===== src/logic/dpot_pkg.sv =====
// Purpose: shared constants and types of the serial pot register slave
// Assumes: mclk at 40 MHz; bus lines sampled by mclk
// Notes:   register indices are the bus address byte values
package dpot_pkg;

  localparam int unsigned MCLK_HZ         = 40_000_000;
  localparam int unsigned NV_WRITE_MAX_MS = 20;
  localparam int unsigned NV_WRITE_CYC    = (MCLK_HZ / 1000) * NV_WRITE_MAX_MS;
  localparam int unsigned POWERUP_US      = 10;
  localparam int unsigned POWERUP_CYC     = (MCLK_HZ / 1_000_000) * POWERUP_US;

  localparam logic [6:0] DEV_ID7         = 7'h28;
  localparam logic [7:0] ADDR_WIPER      = 8'h00;
  localparam logic [7:0] ADDR_REVISION   = 8'h01;
  localparam logic [7:0] ADDR_USER_FIRST = 8'h02;
  localparam logic [7:0] ADDR_USER_LAST  = 8'h06;
  localparam logic [7:0] ADDR_RESERVED   = 8'h07;
  localparam logic [7:0] ADDR_ACCESS     = 8'h08;
  localparam int unsigned VOL_BIT        = 7;
  localparam int unsigned USER_BYTES     = 5;

  localparam logic [7:0] WIPER_POWERUP  = 8'h80;
  localparam logic [7:0] INIT_SHIPPED   = 8'h80;
  localparam logic [7:0] ACCESS_RESET   = 8'h00;
  localparam logic [7:0] USER_SHIPPED   = 8'h00;

  typedef enum logic [2:0] {
    DPOT_POWERUP = 3'b000,
    DPOT_IDLE    = 3'b001,
    DPOT_RX      = 3'b010,
    DPOT_ACK     = 3'b011,
    DPOT_TX      = 3'b100,
    DPOT_TXACK   = 3'b101,
    DPOT_NVWRITE = 3'b110
  } dpot_state_e;

  typedef enum logic [1:0] {
    DPOT_PH_ID   = 2'b00,
    DPOT_PH_ADDR = 2'b01,
    DPOT_PH_DATA = 2'b10
  } dpot_phase_e;

  // sampled bus lines
  typedef struct packed {
    logic scl;
    logic sda;
  } dpot_bus_s;

  typedef struct packed {
    dpot_state_e          st;
    dpot_phase_e          ph;
    logic [3:0]           bit_n;
    logic [7:0]           shift;
    logic [7:0]           addr;
    logic                 rd_mode;
    logic                 ack_go;
    logic                 nv_pend;
    logic [7:0]           nv_byte;
    logic [7:0]           nv_addr;
    logic [31:0]          cnt;
    logic                 sda_oe;
    logic [7:0]           wiper;
    logic [7:0]           init_nv;
    logic [7:0]           access;
    logic [USER_BYTES*8-1:0] user_nv;
    dpot_bus_s            s1;
    dpot_bus_s            s2;
    dpot_bus_s            s3;
    logic                 wl1;
    logic                 wl2;
  } dpot_state_s;

endpackage


===== src/logic/dpot_slave.sv =====
// Purpose: two-wire slave front end and register set of a 256-tap pot
// Assumes: bus lines and write lock come from outside and are synchronised here
// Notes:   nonvolatile cells are modelled as flip-flops with a timed write

////////////////////////////////////////////////////////////////////////////////
// How it works
// wiper tap output follows wiper register
// tap code equals wiper value, monotonic
// hold 80h at power-up, then recall
// stored initial value ships as 80h
// decode addresses 0,1,2-6,7,8
// volatile_select picks wiper versus nonvolatile bytes
// volatile_select resets 0, low bits zero
// initial value write also updates wiper
// revision byte read-only at address 1
// slave only; master clocks everything
// bytes travel most significant bit first
// sda change with scl high: start/stop
// ignore bus until a start
// starts ignored at power-up, during nonvolatile write
// stop returns standby or launches nonvolatile write
// release after 8 bits; receiver acks ninth
// ack id, address and write data
// master acks each read byte
// id upper bits 0101000, lsb read
// data pin undriven at power-up
// sample on rising, drive after falling
// write lock discards write data
// wiper/access load at last data bit
// locked write data unacked, back to standby
// nonvolatile write within 20 ms, bus deaf
// read needs address write then restart
// reserved address reads zero, writes ignored
module dpot_slave #(
  parameter int unsigned NV_WRITE_CYCLES = dpot_pkg::NV_WRITE_CYC,
  parameter int unsigned POWERUP_CYCLES  = dpot_pkg::POWERUP_CYC,
  parameter logic [7:0]  REVISION        = 8'h5a  // arbitrary value
) (
  input  wire logic       mclk,
  input  wire logic       sys_rst,
  input  wire logic       scl_in,
  input  wire logic       sda_in,
  output logic            sda_out,
  output logic            sda_oe,
  input  wire logic       write_lock_n,
  output logic [7:0]      wiper_tap,
  output logic            nv_busy
);

  if (NV_WRITE_CYCLES < 1 || POWERUP_CYCLES < 1) begin : g_bad_counts
    $error("dpot_slave: cycle counts must be at least one");
  end

  dpot_pkg::dpot_state_s q;
  dpot_pkg::dpot_state_s d;

  function automatic logic [7:0] read_byte(input logic [7:0] a, input dpot_pkg::dpot_state_s s);
    logic [7:0] r;
    r = 8'h00;
    if (a == dpot_pkg::ADDR_ACCESS) begin
      r = {s.access[dpot_pkg::VOL_BIT], 7'h00};
    end else if (s.access[dpot_pkg::VOL_BIT]) begin
      if (a == dpot_pkg::ADDR_WIPER) r = s.wiper;
    end else if (a == dpot_pkg::ADDR_WIPER) begin
      r = s.init_nv;
    end else if (a == dpot_pkg::ADDR_REVISION) begin
      r = REVISION;
    end else if (a >= dpot_pkg::ADDR_USER_FIRST && a <= dpot_pkg::ADDR_USER_LAST) begin
      r = s.user_nv[8*(a - dpot_pkg::ADDR_USER_FIRST) +: 8];
    end
    return r;
  endfunction

  logic       scl_rise;
  logic       scl_fall;
  logic       start_ev;
  logic       stop_ev;
  logic [7:0] rd_byte;

  ////////////////////////////////////////////////////////////////////////////////
  always_comb begin
    // edges seen only on second and third stage
    scl_rise = q.s2.scl & ~q.s3.scl;
    scl_fall = ~q.s2.scl & q.s3.scl;
    start_ev = q.s2.scl & q.s3.scl & q.s3.sda & ~q.s2.sda;
    stop_ev  = q.s2.scl & q.s3.scl & ~q.s3.sda & q.s2.sda;
    rd_byte  = read_byte(q.addr, q);

    d = q;
    d.s1  = '{scl: scl_in, sda: sda_in};
    d.s2  = q.s1;
    d.s3  = q.s2;
    d.wl1 = write_lock_n;
    d.wl2 = q.wl1;

    unique case (q.st)
      dpot_pkg::DPOT_POWERUP: begin
        d.sda_oe = 1'b0;
        if (q.cnt >= 32'(POWERUP_CYCLES - 1)) begin
          d.wiper = q.init_nv;
          d.st    = dpot_pkg::DPOT_IDLE;
          d.cnt   = '0;
        end else begin
          d.cnt = q.cnt + 32'd1;
        end
      end
      dpot_pkg::DPOT_NVWRITE: begin
        d.sda_oe = 1'b0;
        if (q.cnt >= 32'(NV_WRITE_CYCLES - 1)) begin
          if (q.nv_addr == dpot_pkg::ADDR_WIPER) begin
            d.init_nv = q.nv_byte;
          end else begin
            d.user_nv[8*(q.nv_addr - dpot_pkg::ADDR_USER_FIRST) +: 8] = q.nv_byte;
          end
          d.st  = dpot_pkg::DPOT_IDLE;
          d.cnt = '0;
        end else begin
          d.cnt = q.cnt + 32'd1;
        end
      end
      default: begin
        if (start_ev) begin
          // repeated start keeps address and pending state
          d.st     = dpot_pkg::DPOT_RX;
          d.ph     = dpot_pkg::DPOT_PH_ID;
          d.bit_n  = 4'd0;
          d.sda_oe = 1'b0;
        end else if (stop_ev) begin
          d.sda_oe = 1'b0;
          if (q.nv_pend) begin
            d.st      = dpot_pkg::DPOT_NVWRITE;
            d.nv_pend = 1'b0;
            d.cnt     = '0;
          end else begin
            d.st = dpot_pkg::DPOT_IDLE;
          end
        end else begin
          unique case (q.st)
            dpot_pkg::DPOT_IDLE: d.sda_oe = 1'b0;
            dpot_pkg::DPOT_RX: begin
              if (scl_rise) begin
                d.shift = {q.shift[6:0], q.s2.sda};
                d.bit_n = q.bit_n + 4'd1;
              end else if (scl_fall && q.bit_n == 4'd8) begin
                d.bit_n  = 4'd0;
                d.ack_go = 1'b1;
                unique case (q.ph)
                  dpot_pkg::DPOT_PH_ID: begin
                    d.rd_mode = q.shift[0];
                    if (q.shift[7:1] != dpot_pkg::DEV_ID7) begin
                      d.ack_go = 1'b0;
                    end else if (q.shift[0]) begin
                      d.ph = dpot_pkg::DPOT_PH_DATA;
                      d.nv_pend = 1'b0;
                    end else begin
                      d.ph = dpot_pkg::DPOT_PH_ADDR;
                    end
                  end
                  dpot_pkg::DPOT_PH_ADDR: begin
                    d.addr = q.shift;
                    d.ph   = dpot_pkg::DPOT_PH_DATA;
                  end
                  default: begin
                    if (!q.wl2) begin
                      d.ack_go = 1'b0;
                    end else if (q.addr == dpot_pkg::ADDR_ACCESS) begin
                      d.access = {q.shift[dpot_pkg::VOL_BIT], 7'h00};
                    end else if (q.access[dpot_pkg::VOL_BIT]) begin
                      if (q.addr == dpot_pkg::ADDR_WIPER) d.wiper = q.shift;
                    end else if (q.addr == dpot_pkg::ADDR_WIPER ||
                                 (q.addr >= dpot_pkg::ADDR_USER_FIRST &&
                                  q.addr <= dpot_pkg::ADDR_USER_LAST)) begin
                      if (q.addr == dpot_pkg::ADDR_WIPER) d.wiper = q.shift;
                      d.nv_pend = 1'b1;
                      d.nv_byte = q.shift;
                      d.nv_addr = q.addr;
                    end
                  end
                endcase
                if (d.ack_go) begin
                  d.st     = dpot_pkg::DPOT_ACK;
                  d.sda_oe = 1'b1;
                end else begin
                  d.st = dpot_pkg::DPOT_IDLE;
                end
              end
            end
            dpot_pkg::DPOT_ACK: begin
              if (scl_fall) begin
                d.sda_oe = 1'b0;
                if (q.rd_mode) begin
                  // read id acked: first data bit goes out now
                  d.st     = dpot_pkg::DPOT_TX;
                  d.shift  = rd_byte;
                  d.sda_oe = ~rd_byte[7];
                  d.bit_n  = 4'd1;
                end else begin
                  d.st = dpot_pkg::DPOT_RX;
                end
              end
            end
            dpot_pkg::DPOT_TX: begin
              if (scl_fall) begin
                if (q.bit_n == 4'd8) begin
                  d.sda_oe = 1'b0;
                  d.st     = dpot_pkg::DPOT_TXACK;
                end else begin
                  d.sda_oe = ~q.shift[3'(7 - q.bit_n)];
                  d.bit_n  = q.bit_n + 4'd1;
                end
              end
            end
            dpot_pkg::DPOT_TXACK: begin
              if (scl_rise) begin
                if (q.s2.sda) begin
                  d.st = dpot_pkg::DPOT_IDLE;
                end else begin
                  d.ack_go = 1'b1;
                end
              end else if (scl_fall && q.ack_go) begin
                d.ack_go = 1'b0;
                d.st     = dpot_pkg::DPOT_TX;
                d.shift  = rd_byte;
                d.sda_oe = ~rd_byte[7];
                d.bit_n  = 4'd1;
              end
            end
            default: d.st = dpot_pkg::DPOT_IDLE;
          endcase
        end
      end
    endcase
  end

  ////////////////////////////////////////////////////////////////////////////////
  always_ff @(posedge mclk or posedge sys_rst) begin
    if (sys_rst) begin
      q         <= '0;
      q.st      <= dpot_pkg::DPOT_POWERUP;
      q.wiper   <= dpot_pkg::WIPER_POWERUP;
      q.init_nv <= dpot_pkg::INIT_SHIPPED;
      q.access  <= dpot_pkg::ACCESS_RESET;
      q.user_nv <= {dpot_pkg::USER_BYTES{dpot_pkg::USER_SHIPPED}};
      q.s1      <= '{scl: 1'b1, sda: 1'b1};
      q.s2      <= '{scl: 1'b1, sda: 1'b1};
      q.s3      <= '{scl: 1'b1, sda: 1'b1};
      q.wl1     <= 1'b1;
      q.wl2     <= 1'b1;
    end else begin
      q <= d;
    end
  end

  assign sda_out   = 1'b0;  // open drain: only ever pulls low
  assign sda_oe    = q.sda_oe;
  assign wiper_tap = q.wiper;
  assign nv_busy   = (q.st == dpot_pkg::DPOT_NVWRITE);

endmodule


===== config.mk =====
export PLATFORM = sky130hd
export DESIGN_NAME = dpot_slave
export DESIGN_NICKNAME = d
export VERILOG_FILES = /design/src/logic/dpot_pkg.sv /design/src/logic/dpot_slave.sv
export SDC_FILE = /design/constraint.sdc
export NUM_CORES = 1
export LEC_CHECK = 0
export BUFFER_PORTS_ARGS = -buffer_cell sky130_fd_sc_hd__clkbuf_2
export CORE_MARGIN = 5
export CORE_UTILIZATION = 55
export DETAILED_ROUTE_END_ITERATION = 8
export PLACE_DENSITY = 0.75
export SLEW_MARGIN = 20
export SYNTH_ARGS = -nofsm -noshare
export SYNTH_HDL_FRONTEND = slang
export SYNTH_SLANG_ARGS = --single-unit

===== constraint.sdc =====
create_clock -name mclk -period 4.3 [get_ports mclk]
set_clock_uncertainty 0.15 [all_clocks]
set_input_delay 0.43 -clock mclk [delete_from_list [all_inputs] [get_ports mclk]]
set_output_delay 0.43 -clock mclk [all_outputs]
set_load 0.05 [all_outputs]

* Yosys cells after proc, flatten, opt, wreduce, memory -nomap -nowiden
Index checks and enable logic that the tools add are counted.
** Storage, ports and cells
- Bits of input ports :: 5
- Logic and storage cells :: 265
- Flip-flop bits (word level) :: 142
- Output and inout port bits :: 11
** Cells by class
- Equality and inequality tests :: 60
- Shift-type cells :: 3
- Muxes and demuxes :: 105
- $add $sub $neg :: 6
- Magnitude comparators :: 5
- Reductions and logical operators :: 42
- Bitwise operators :: 20
** Operators by type and width (count)
- 17-bit two-way mux :: 12
- 32-bit two-way mux :: 5
- 8-bit two-way mux :: 18
- 33-bit case mux with 2 select lines :: 1
- 27-bit two-way mux :: 2
- 9-bit two-way mux :: 6
- 12-bit two-way mux :: 4
- 6-bit != test, second input constant :: 8
- 40-bit bitwise mux :: 1
- 8-bit by 34-bit variable shift with 40-bit output, first input constant :: 1
- 40-bit by 33-bit indexed part select with 8-bit output :: 1
- 8-bit by 34-bit indexed part select with 40-bit output :: 1
- 32-bit negation with 34-bit output :: 1
- 3-bit two-way mux :: 11
- 32-bit by 1-bit adder with 32-bit output, second input constant :: 1
- 32-bit by 20-bit >= comparator with 1-bit output, second input constant :: 1
- 32-bit by 9-bit >= comparator with 1-bit output, second input constant :: 1
- 8-bit != test, second input constant :: 4
- 24-bit two-way mux :: 1
- 3-bit != test, second input constant :: 8
- 8-bit case mux with 3 select lines :: 1
- 11-bit AND reduction :: 2
- 7-bit != test, second input constant :: 3
- 7-bit AND reduction :: 3
- 53 further kinds :: 144

* Logic depth before layout (Yosys ltp)
Gate-level depths: netlist of the first run.
- Word-level depth :: 29
- Gate-level depth with buffers :: 17
- Mapped depth without buffers :: 15

* Worst setup path before layout of the first run
Ideal clock, no wire load.
- Path kind :: register -> register
- Start :: reg q[106] (netlist bit)
- End :: reg q[40] (netlist bit)
- Path buffers :: 1
- Period minus slack after synthesis :: 4328 ps
- Required time :: 4025 ps
- Arrival time :: 4054 ps
- Cell stages (with the launch flop) :: 14
- Path slack :: -28 ps
- Setup time :: 125 ps
- Path through :: dfrtp_1 -> inv_1 -> ha_1 -> buf_2 -> and3_1 -> or4_4 -> or2_2 -> ha_1 -> or4b_2 -> nor3b_1 -> and4_1 -> o2111ai_1 -> nor4b_4 -> mux2_2
** Between the ends
- Cells in the longest elaborated chain, start to end :: 4
- Elaborated cells on any way between the ends :: 8
- Those cells by class :: add/sub (2); shift (2); mux (1); bitwise (1); reduce/logical (2)
** RTL lines
- from (decl) :: RTL line dpot_slave.sv:54 : dpot_pkg::dpot_state_s q;
- 8-bit by 2-bit subtractor with 9-bit output :: RTL line dpot_slave.sv:113 : d.user_nv[8*(q.nv_addr - dpot_pkg::ADDR_USER_FIRST) +: 8] = q.nv_byte;
- 32-bit negation with 34-bit output :: RTL line dpot_slave.sv:113
- 8-bit by 34-bit indexed part select with 40-bit output / 8-bit by 34-bit variable shift with 40-bit output (equally long branches) :: RTL line dpot_slave.sv:113
- 40-bit bitwise mux :: RTL line dpot_slave.sv:113
Parallel ways exist; a longest one is shown, timed or not.
A chain may end at the register's enable or synchronous reset.

* Final worst setup path of the first run
- Start :: reg q[106] (netlist bit)
- End :: reg q[44] (netlist bit)
The elaborated chain is that of the path after synthesis.

==> results of run 1 <==
==> critical path, stage by stage (launching register included) <==
cell and delay [ns]:
dfrtp_2 0.38, inv_1 0.08, ha_2 0.21, and3_1 0.19, or4_4 0.52, or2_2 0.34, ha_4 0.23, or4b_4 0.52
nor3b_2 0.18, and4_1 0.21, o2111ai_2 0.14, nor4b_4 0.38, buf_6 0.18, mux2_2 0.34
==> layout make-up <==
class                           count  area [um^2]  area share
Sequential cell                   142         3570       0.375
Tap cell                          188          235      0.0247
Inverter                           25         97.6      0.0103
Clock inverter                     12          193      0.0203
Timing Repair Buffer               50          379      0.0399
Multi-Input combinational cell    605         4590       0.482
Clock buffer                       20          447      0.0470
==> routing by layer <==
| metal | up-vias | GRT usage |
|---|---|---|
| met3 | 42 | 0.0434 |
| met2 | 233 | 0.391 |
| met1 | 3329 | 0.313 |
| li1 | 3063 | - |
| met4 | 0 | 0.0811 |
| met5 | - | 0 |
==> synth_stat cells, types with 8 or more instances <==
cell type,number,share of area
dfrtp_1,132,0.39
nand2_1,71,0.032
o21ai_0,59,0.035
mux2_2,57,0.076
nor2_1,38,0.017
a21oi_1,33,0.020
clkbuf_1,33,0.015
inv_1,24,0.011
nand3_1,24,0.014
nor3_1,22,0.013
and2_1,18,0.013
mux2i_1,17,0.020
ha_1,16,0.024
mux2_4,16,0.029
and3_2,14,0.013
or3_1,12,0.0089
nand2b_1,11,0.0082
nor2b_1,11,0.0082
nor4_1,11,0.0082
dfstp_2,10,0.031
nor3b_1,10,0.0089
buf_4,9,0.0081
a22o_1,8,0.0083
a31oi_1,8,0.0060
==> state kept, by name (all words and copies together), names as in the netlist <==
register	count
d	5
wiper_tap	8
q	128
sda_oe	1
==> how the worst max path moves through the flow <==
stage,startpoint,endpoint,slack [ns],depth (start not counted)
global route,q[106],q[43],0.02,14
global placement,q[109],q[46],0.06,12
CTS,q[106],q[44],0.004,13
finish,q[106],q[44],0.13,13
floorplan,q[107],q[40],-0.03,13
detailed placement,q[109],q[43],-0.14,13
==> placed cells by master (no fill, tap or decap), drive strengths merged, types with 5 or more instances in the layout <==
| cell type | n |
|---|---|
| a21o | 5 |
| a21oi | 33 |
| a22o | 8 |
| a22oi | 7 |
| a31oi | 8 |
| a32oi | 6 |
| and2 | 18 |
| and3 | 21 |
| buf | 32 |
| bufinv | 5 |
| clkbuf | 34 |
| clkinv | 8 |
| dfrtp | 132 |
| dfstp | 10 |
| ha | 16 |
| inv | 23 |
| mux2 | 74 |
| mux2i | 17 |
| nand2 | 71 |
| nand2b | 11 |
| nand3 | 25 |
| nand3b | 7 |
| nand4 | 7 |
| nor2 | 38 |
| nor2b | 11 |
| nor3 | 23 |
| nor3b | 11 |
| nor4 | 15 |
| nor4b | 6 |
| o211ai | 5 |
| o21ai | 59 |
| o31ai | 6 |
| or2 | 7 |
| or3 | 12 |
| or4 | 5 |
| xnor2 | 6 |
| xor2 | 5 |
==> timing repair <==
item                       CTS  global route
buffers inserted             0             3
pin swaps                    1             7
setup endpoints to repair    8            16
hold buffers                 3             1
hold endpoints to repair     3             9
cloned                       0             0
gates resized for setup      5            15
==> report_power, final <==
part | total [mW] | switching [mW] | internal [mW]
Combinational | 0.0516 | 0.0382 | 0.0134
Sequential | 1.35 | 0.00579 | 1.34
Clock | 1.59 | 0.548 | 1.04
==> per-stage QoR <==
stage	power (mW)	std cells	hold WS [ns]	util	setup TNS [ns]
2_1_floorplan	1.41	822	0.195	-	-0.210
4_1_cts	3.00	1037	0.0882	0.620	0
3_3_place_gp	1.42	1002	0.196	0.575	0
6_report	2.99	1042	0.212	0.630	0
3_5_place_dp	1.42	1002	0.203	0.575	-1.00
5_1_grt	3.08	1042	0.216	0.630	0
==> cell families after synthesis <==
| group | Yosys count | share of synthesized area |
|---|---|---|
| buffers and inverters | 75 | 0.0423 |
| xor gates and xnor gates | 11 | 0.0133 |
| muxes | 95 | 0.137 |
| and+or+nand+nor | 305 | 0.215 |
| adders and majority gates | 16 | 0.0239 |
| other | 1 | 0.000447 |
| DFF | 142 | 0.425 |
| AOI/OAI and AO/OA | 177 | 0.142 |
==> impl_metrics.py, run 1 <==
metrics = {
    "outcome": {
        "status": "finished clean",
    },
    "logic_synthesis": {
        "postSynth.asyncResetShare": 1.00,
        "syn_inst": 822,
        "syn_area_um2": 8390,
        "yosysWarnings": 0,
        "syn-num-nets": 843,
        "yosysSeqAreaShare": 0.425,
        "avgSynthCellArea_um2": 10.2,
        "synth_flop_cell": "dfrtp_1",
        "synth.distinct_cells": 91,
        "synth_edf_count": 0,
        "ys_ff_latch": 142,
    },
    "cts": {
        "htreeDepth": 4,
        "clk-insertion-delay-late_ns": 0.42,
        "clockBufferDepth": 2,
        "clk_pin_slew_worst_paths_ns": 0.06,
        "cts_root_buffer": "clkbuf_16",
        "cts_buffers": 17,
        "cts.sinks": 142,
        "cts_tree": "yes",
    },
    "placed_design": {
        "io_buffer_count": 14,
        "post_dp_cell_area_um2": 8670,
        "gp_congestion": 0.948,
        "dp_slack_ns": -0.137,
        "dp_hpwl_mm": 13.8,
    },
    "drt": {
        "maxUsedRoutingLayer": "met4",
        "wirelength_mm": 20.9,
        "firstDrtPassIters": 7,
        "wl_met1_mm": 9.10,
        "met3WireLength_mm": 1.12,
        "vias": 6667,
        "wl_met2_mm": 10.2,
        "detail-route-antenna-nets": 0,
        "dr.first_iter.drc_count": 644,
        "wl_per_cell_um": 20.0,
        "drcViolationCount": 0,
        "vias_per_cell": 6.40,
    },
    "sta": {
        "relSlewSlack": 0.369,
        "hold_viol_final": 0,
        "slew_viol_final": 0,
        "finalCriticalPeriod_ns": 4.17,
        "rsz0062_at_grt": "no",
        "max_freq_mhz": 240,
        "fin_crit_sh": 0.969,
        "worst_pin_slew_ns": 0.942,
        "finalWorstSetupSlack_ns": 0.133,
        "setup_viol": 0,
    },
    "floorplanning": {
        "initial_core_util": 0.556,
        "num_rows": 45,
        "die_h_um": 134,
        "die_width_um": 134,
        "core-area_um2": 15100,
        "boundaryPins": 16,
        "fp.dieArea_um2": 17800,
    },
    "min_path": {
        "hold_path_class": "reg -> reg",
        "whs_endpoint": "d[3]",
        "hold_start": "d[5]",
        "min_path_cells": 0,
    },
    "global_routing": {
        "grt_overflow": 0,
        "antenna_found_initial": 0,
        "grt_pass1_vias": 6578,
        "grtUsageTotal": 0.236,
        "grt_max_degree": 100,
        "grt_pass1_wl_mm": 34.0,
    },
    "layout": {
        "final_nets": 862,
        "n_fill_cell": 1173,
        "fin_area_um2": 9510,
        "drive_gt1_frac": 0.274,
        "area_growth_pct": 13.3,
        "antennaDiodeCount": 0,
    },
    "power": {
        "cellLeakagePower_nw": 4.18,
        "ir_drop_mv": 0.279,
        "powerDensity_nw_per_um2": 314,
    },
    "critical_path": {
        "critPathMaxFanout": 8,
        "worstReg2RegEnd": "q[44]",
        "r2r_cells": 13,
        "crit_path_end_kind": "flop",
        "worstPathRequired_ns": 4.45,
        "start_kind": "flop",
        "regToRegSetupSlack_ns": 0.13,
        "worstSetupPathType": "reg -> reg",
        "worstPathArrival_ns": 4.32,
        "reg2reg_from": "q[106]",
    },
    "job": {
        "drv_cap": 0,
    },
}
No activity file was read; power rests on OpenSTA's default activity.
==> run 2: changes to the inputs <==
CORE_ASPECT_RATIO = 1.5   (was unset)
==> run 2 against run 1 <==
Non-clock buffer count up 2; global-route usage up 0.36 points; combinational power down 6.2%; die area up 0.29%; critical path depth up 1; design area about the same; maximum frequency down 1.0%; total power down 3.6%; count of clock-buffer cells in the layout down 2.
==> impl_metrics.py, run 2 (synthesis results as in run 1) <==
metrics = {
    "floorplanning": {
        "fp.dieArea_um2": 17900,
        "initial_core_util": 0.557,
        "boundaryPins": 16,
        "core-area_um2": 15100,
        "die_width_um": 111,
        "num_rows": 55,
        "die_h_um": 161,
    },
    "power": {
        "cellLeakagePower_nw": 4.17,
        "powerDensity_nw_per_um2": 303,
        "comb_power_share": 0.017,
        "clock_power_share": 0.515,
        "power_frac_seq": 0.468,
        "finalPower_mw": 2.88,
        "ir_drop_mv": 0.330,
        "internal-power_mw": 2.23,
        "p_sw_mw": 0.649,
        "swShare": 0.225,
    },
    "drt": {
        "vias_per_cell": 6.40,
        "vias": 6752,
        "drcViolationCount": 0,
        "dr.first_iter.drc_count": 430,
        "wirelength_mm": 21.4,
        "wl_per_cell_um": 20.3,
        "firstDrtPassIters": 5,
        "detail-route-antenna-nets": 0,
    },
    "global_routing": {
        "grt_pass1_vias": 6783,
        "grt_pass1_wl_mm": 34.8,
        "antenna_found_initial": 0,
        "grt_max_degree": 62,
        "grt_overflow": 0,
        "grtUsageTotal": 0.240,
    },
    "sta": {
        "hold_viol_final": 0,
        "setup_viol": 0,
        "slew_viol_final": 0,
        "finalCriticalPeriod_ns": 4.21,
        "relSlewSlack": 0.345,
        "fin_crit_sh": 0.979,
        "max_freq_mhz": 238,
        "worst_pin_slew_ns": 0.978,
        "finalWorstSetupSlack_ns": 0.0910,
    },
    "outcome": {
        "status": "finished clean",
    },
    "placed_design": {
        "placed_cells": 1015,
        "dp_slack_ns": -0.0598,
        "dp_hpwl_mm": 14.6,
        "io_buffer_count": 14,
        "gp_congestion": 0.908,
    },
    "cts": {
        "cts_tree": "yes",
        "cts_buffers": 17,
        "clockBufferDepth": 2,
        "cts.sinks": 142,
        "cts_root_buffer": "clkbuf_16",
        "htreeDepth": 4,
        "clk_pin_slew_worst_paths_ns": 0.06,
        "clk-insertion-delay-late_ns": 0.43,
    },
    "layout": {
        "final_cells": 1055,
        "max_flop_register": "q",
        "antennaDiodeCount": 0,
        "final_cell_mix": "dfrtp_1 (130), nand2_1 (68), o21ai_0 (58), mux2_2 (49), nor2_1 (37)",
        "drive_gt1_frac": 0.280,
        "largest_reg_flops": 128,
        "layout_commonest_cell": "dfrtp_1",
        "area_growth_pct": 13.3,
        "final_nets": 864,
        "postLayoutCoreUtil": 0.631,
    },
    "critical_path": {
        "slowest_stage": "or4_4",
        "start_kind": "flop",
        "critPathMaxFanout": 8,
        "worstPathArrival_ns": 4.37,
        "worstSetupPathType": "reg -> reg",
        "cp_common_cell": "buf_6",
        "worst_path_largest_cell_delay_ns": 0.52,
        "path_cells": "inv_2 -> ha_2 -> and3_4 -> or4_4 -> buf_6 -> or2_4 -> ha_4 -> or4b_4 -> nor3b_2 -> and4_1 -> o2111ai_2 -> nor4b_4 -> buf_6 -> mux2_4",
        "crit_path_end_kind": "flop",
        "worstPathRequired_ns": 4.46,
    },
    "job": {
        "drv_cap": 0,
    },
    "min_path": {
        "hold_path_class": "reg -> reg",
    },
}
run 2: routing by layer:
| metal | share of wire | vias up | global-route usage |
|---|---|---|---|
| li1 | - | 3069 | - |
| met1 | 0.40 | 3397 | 0.285 |
| met2 | 0.52 | 229 | 0.413 |
| met3 | 0.042 | 57 | 0.0412 |
| met4 | 0.038 | 0 | 0.128 |
| met5 | 0 | - | 0 |
run 2: repair_timing:
item,in CTS,in global routing
setup endpoints to repair,8,16
setup buffers,0,5
hold buffers,4,0
gates resized for setup,2,31
pin swaps,1,7
endpoints found under the hold margin,34,0
run 2: critical path: cells and delay by family, from the launching register on:
family / cells / cell delay [ns]
AND/OR/NAND/NOR: 7 / 2.22
flip-flops: 1 / 0.43
adder cells (fa/ha/maj): 2 / 0.43
buffers and inverters: 3 / 0.41
multiplexers: 1 / 0.31
AO/OA/AOI/OAI: 1 / 0.15
run 2: path summary, 6_finish.rpt:
| check | endpoint | slack [ns] | startpoint | depth (start not counted) |
|---|---|---|---|---|
| worst max-delay path | q[46] | 0.09 | q[106] | 14 |
| worst min-delay path | q[0] | 0.21 | d[0] | 0 |
| worst max register to register | q[46] | 0.09 | q[106] | 14 |
| worst min register to register | q[0] | 0.21 | d[0] | 0 |
| max in group asynchronous | q[9] | 2.29 | sys_rst | 4 |
| min in group asynchronous | q[77] | 0.51 | sys_rst | 3 |
run 2: final cells by class:
cell class                      count  area [um^2]
Fill cell                        1170         5560
Clock inverter                     14          161
Sequential cell                   142         3570
Tap cell                          199          249
Inverter                           25         97.6
Clock buffer                       18          439
Multi-Input combinational cell    605         4620
Timing Repair Buffer               52          373
run 2: power groups by stage:
stage / Clock [mW] / Sequential [mW] / Combinational (mW)
detailed placement: 0 / 1.37 / 0.0468
finish: 1.49 / 1.35 / 0.0484
floorplan: 0 / 1.37 / 0.0363
global route: 1.58 / 1.35 / 0.0561
global placement: 0 / 1.37 / 0.0457
CTS: 1.50 / 1.35 / 0.0499
run 2: metrics by stage:
stage | hold slack [ns] | TNS (ns) | instance area (um^2)
floorplan | 0.195 | -0.210 | 8400
global placement | 0.198 | 0 | 8690
detailed placement | 0.199 | -0.401 | 8690
CTS | 0.208 | 0 | 9340
global route | 0.208 | -0.250 | 9510
finish | 0.206 | 0 | 9510
==> run 3: changes to the inputs <==
BUFFER_PORTS_ARGS = unset   (was -buffer_cell sky130_fd_sc_hd__clkbuf_2)
DONT_BUFFER_PORTS = 1   (was unset)
PLACE_DENSITY = 0.74   (was 0.75)
==> run 3 against run 2 <==
Flip-flop and latch count did not move; via count fell by 1.0%; non-clock buffer count fell by 17.
==> impl_metrics.py, run 3 (synthesis results as in run 1) <==
metrics = {
    "sta": {
        "slew_viol_final": 0,
        "finalSetupTns_ns": 0,
        "max_freq_mhz": 234,
        "fin_crit_sh": 0.993,
        "relSlewSlack": 0.381,
        "finalCriticalPeriod_ns": 4.27,
        "setup_viol": 0,
        "worst_pin_slew_ns": 0.924,
        "finalWorstSetupSlack_ns": 0.0285,
        "hold_viol_final": 0,
    },
    "layout": {
        "max_flop_register": "q",
        "final_cells": 1036,
        "drive_gt1_frac": 0.258,
        "fin_area_um2": 9390,
        "final_nets": 847,
        "final_cell_mix": "dfrtp_1 (128), nand2_1 (70), o21ai_0 (58), mux2_2 (57), nor2_1 (37)",
        "layout_commonest_cell": "dfrtp_1",
        "largest_reg_flops": 128,
        "area_growth_pct": 11.9,
        "antennaDiodeCount": 0,
        "n_fill_cell": 1213,
    },
    "drt": {
        "vias": 6684,
        "wl_per_cell_um": 20.3,
        "drcViolationCount": 0,
        "firstDrtPassIters": 6,
        "detail-route-antenna-nets": 0,
        "vias_per_cell": 6.45,
        "wirelength_mm": 21.0,
        "dr.first_iter.drc_count": 618,
    },
    "critical_path": {
        "crit_path_end_kind": "flop",
        "r2r_cells": 15,
        "worstPathRequired_ns": 4.45,
        "cp_num_buf_inv": 4,
        "worstReg2RegEnd": "q[14]",
        "reg2reg_from": "q[108]",
        "worst_path_largest_cell_delay_ns": 0.53,
        "path_cells": "nor4_4 -> buf_4 -> buf_4 -> and3_1 -> or4_4 -> nor2_4 -> nand2_2 -> buf_4 -> inv_1 -> ha_1 -> nor4b_1 -> nand3_1 -> or4_1 -> a211o_1 -> mux2_4",
        "regToRegSetupSlack_ns": 0.03,
        "worstSetupPathType": "reg -> reg",
        "critPathMaxFanout": 8,
        "start_kind": "flop",
        "cp_common_cell": "buf_4",
        "slowest_stage": "a211o_1",
        "cp_top_family": "simple AND/OR/NAND/NOR gates",
        "worstPathArrival_ns": 4.43,
    },
    "cts": {
        "clk_pin_slew_worst_paths_ns": 0.06,
        "cts_tree": "yes",
        "cts_buffers": 17,
        "clk-insertion-delay-late_ns": 0.42,
        "cts_root_buffer": "clkbuf_16",
        "clockBufferDepth": 2,
        "cts.sinks": 142,
        "htreeDepth": 4,
    },
    "floorplanning": {
        "die_h_um": 161,
        "num_rows": 55,
        "boundaryPins": 16,
        "die_width_um": 111,
        "initial_core_util": 0.557,
        "core-area_um2": 15100,
        "fp.dieArea_um2": 17900,
    },
    "global_routing": {
        "grt_max_degree": 143,
        "antenna_found_initial": 0,
        "grtUsageTotal": 0.237,
        "grt_overflow": 0,
        "grt_pass1_vias": 6978,
        "grt_pass1_wl_mm": 34.5,
    },
    "placed_design": {
        "dp_hpwl_mm": 14.3,
        "io_buffer_count": 0,
        "gp_congestion": 0.927,
        "post_dp_cell_area_um2": 8630,
        "dp_slack_ns": -0.0638,
        "placed_cells": 1000,
    },
    "min_path": {
        "hold_path_class": "reg -> reg",
        "min_path_cells": 0,
        "whs_endpoint": "d[2]",
        "hold_start": "d[4]",
    },
    "job": {
        "drv_cap": 0,
    },
    "power": {
        "cellLeakagePower_nw": 4.10,
        "powerDensity_nw_per_um2": 308,
        "ir_drop_mv": 0.274,
        "finalPower_mw": 2.89,
    },
    "outcome": {
        "status": "finished clean",
    },
}
[run 3: cell count changes in the layout (fill, tap and decap cells not counted), sizes merged]
| cell | change |
|---|---|
| clkbuf | -8 |
| clkinv | -5 |
| buf | -3 |
| inv | -3 |
| bufinv | +1 |
| clkinvlp | -1 |
[run 3: metal layers]
metal,routed length (um),global-route usage
met1,8310,0.272
met2,11000,0.425
met3,911,0.0442
met4,753,0.110
met5,0,0
[run 3: power breakdown]
part / switching [mW] / internal (mW) / leakage (nW) / total, mW
combinational: 0.0370 / 0.0107 / 1.87 / 0.0477
sequential: 0.00544 / 1.34 / 1.93 / 1.35
clock: 0.527 / 0.965 / 0.292 / 1.49
[run 3: cell type report]
cell class | instances | area [um^2] | area share
clock buffers | 24 | 492 | 0.0524
flip-flops and latches | 142 | 3570 | 0.380
clock inverters | 6 | 108 | 0.0115
well taps | 199 | 249 | 0.0265
repair buffers | 35 | 289 | 0.0308
multi-input cells | 605 | 4580 | 0.488
inverters | 25 | 97.6 | 0.0104
[run 3: timing repair]
item	CTS	global route
pin swaps	2	9
setup buffers	1	1
hold endpoints to repair	25	0
hold buffers	4	0
gates resized for setup	4	19
setup endpoints to repair	10	17
[run 3: worst reg2reg max path, cell delays in order, from the launching register on]
cell     delay, ns
dfrtp_2       0.42
nor4_4        0.06
buf_4         0.13
buf_4         0.13
and3_1        0.18
or4_4         0.52
nor2_4        0.15
nand2_2       0.09
buf_4         0.15
inv_1         0.07
ha_1          0.26
nor4b_1       0.36
nand3_1       0.13
or4_1         0.44
a211o_1       0.53
mux2_4        0.39
[run 3: how the worst max path moves through the flow]
stage / start / endpoint / depth (start not counted)
finish: q[108] / q[14] / 15
CTS: q[108] / q[41] / 13
global route: q[111] / q[14] / 15
floorplan: q[107] / q[40] / 13
detailed placement: q[106] / q[41] / 14
global placement: q[109] / q[46] / 13
[run 3: metrics by stage]
step	utilization	hold WS, ns
detailed placement	0.572	0.197
floorplan	-	0.195
global route	0.623	0.212
CTS	0.616	0.209
finish	0.623	0.208
global placement	0.572	0.196
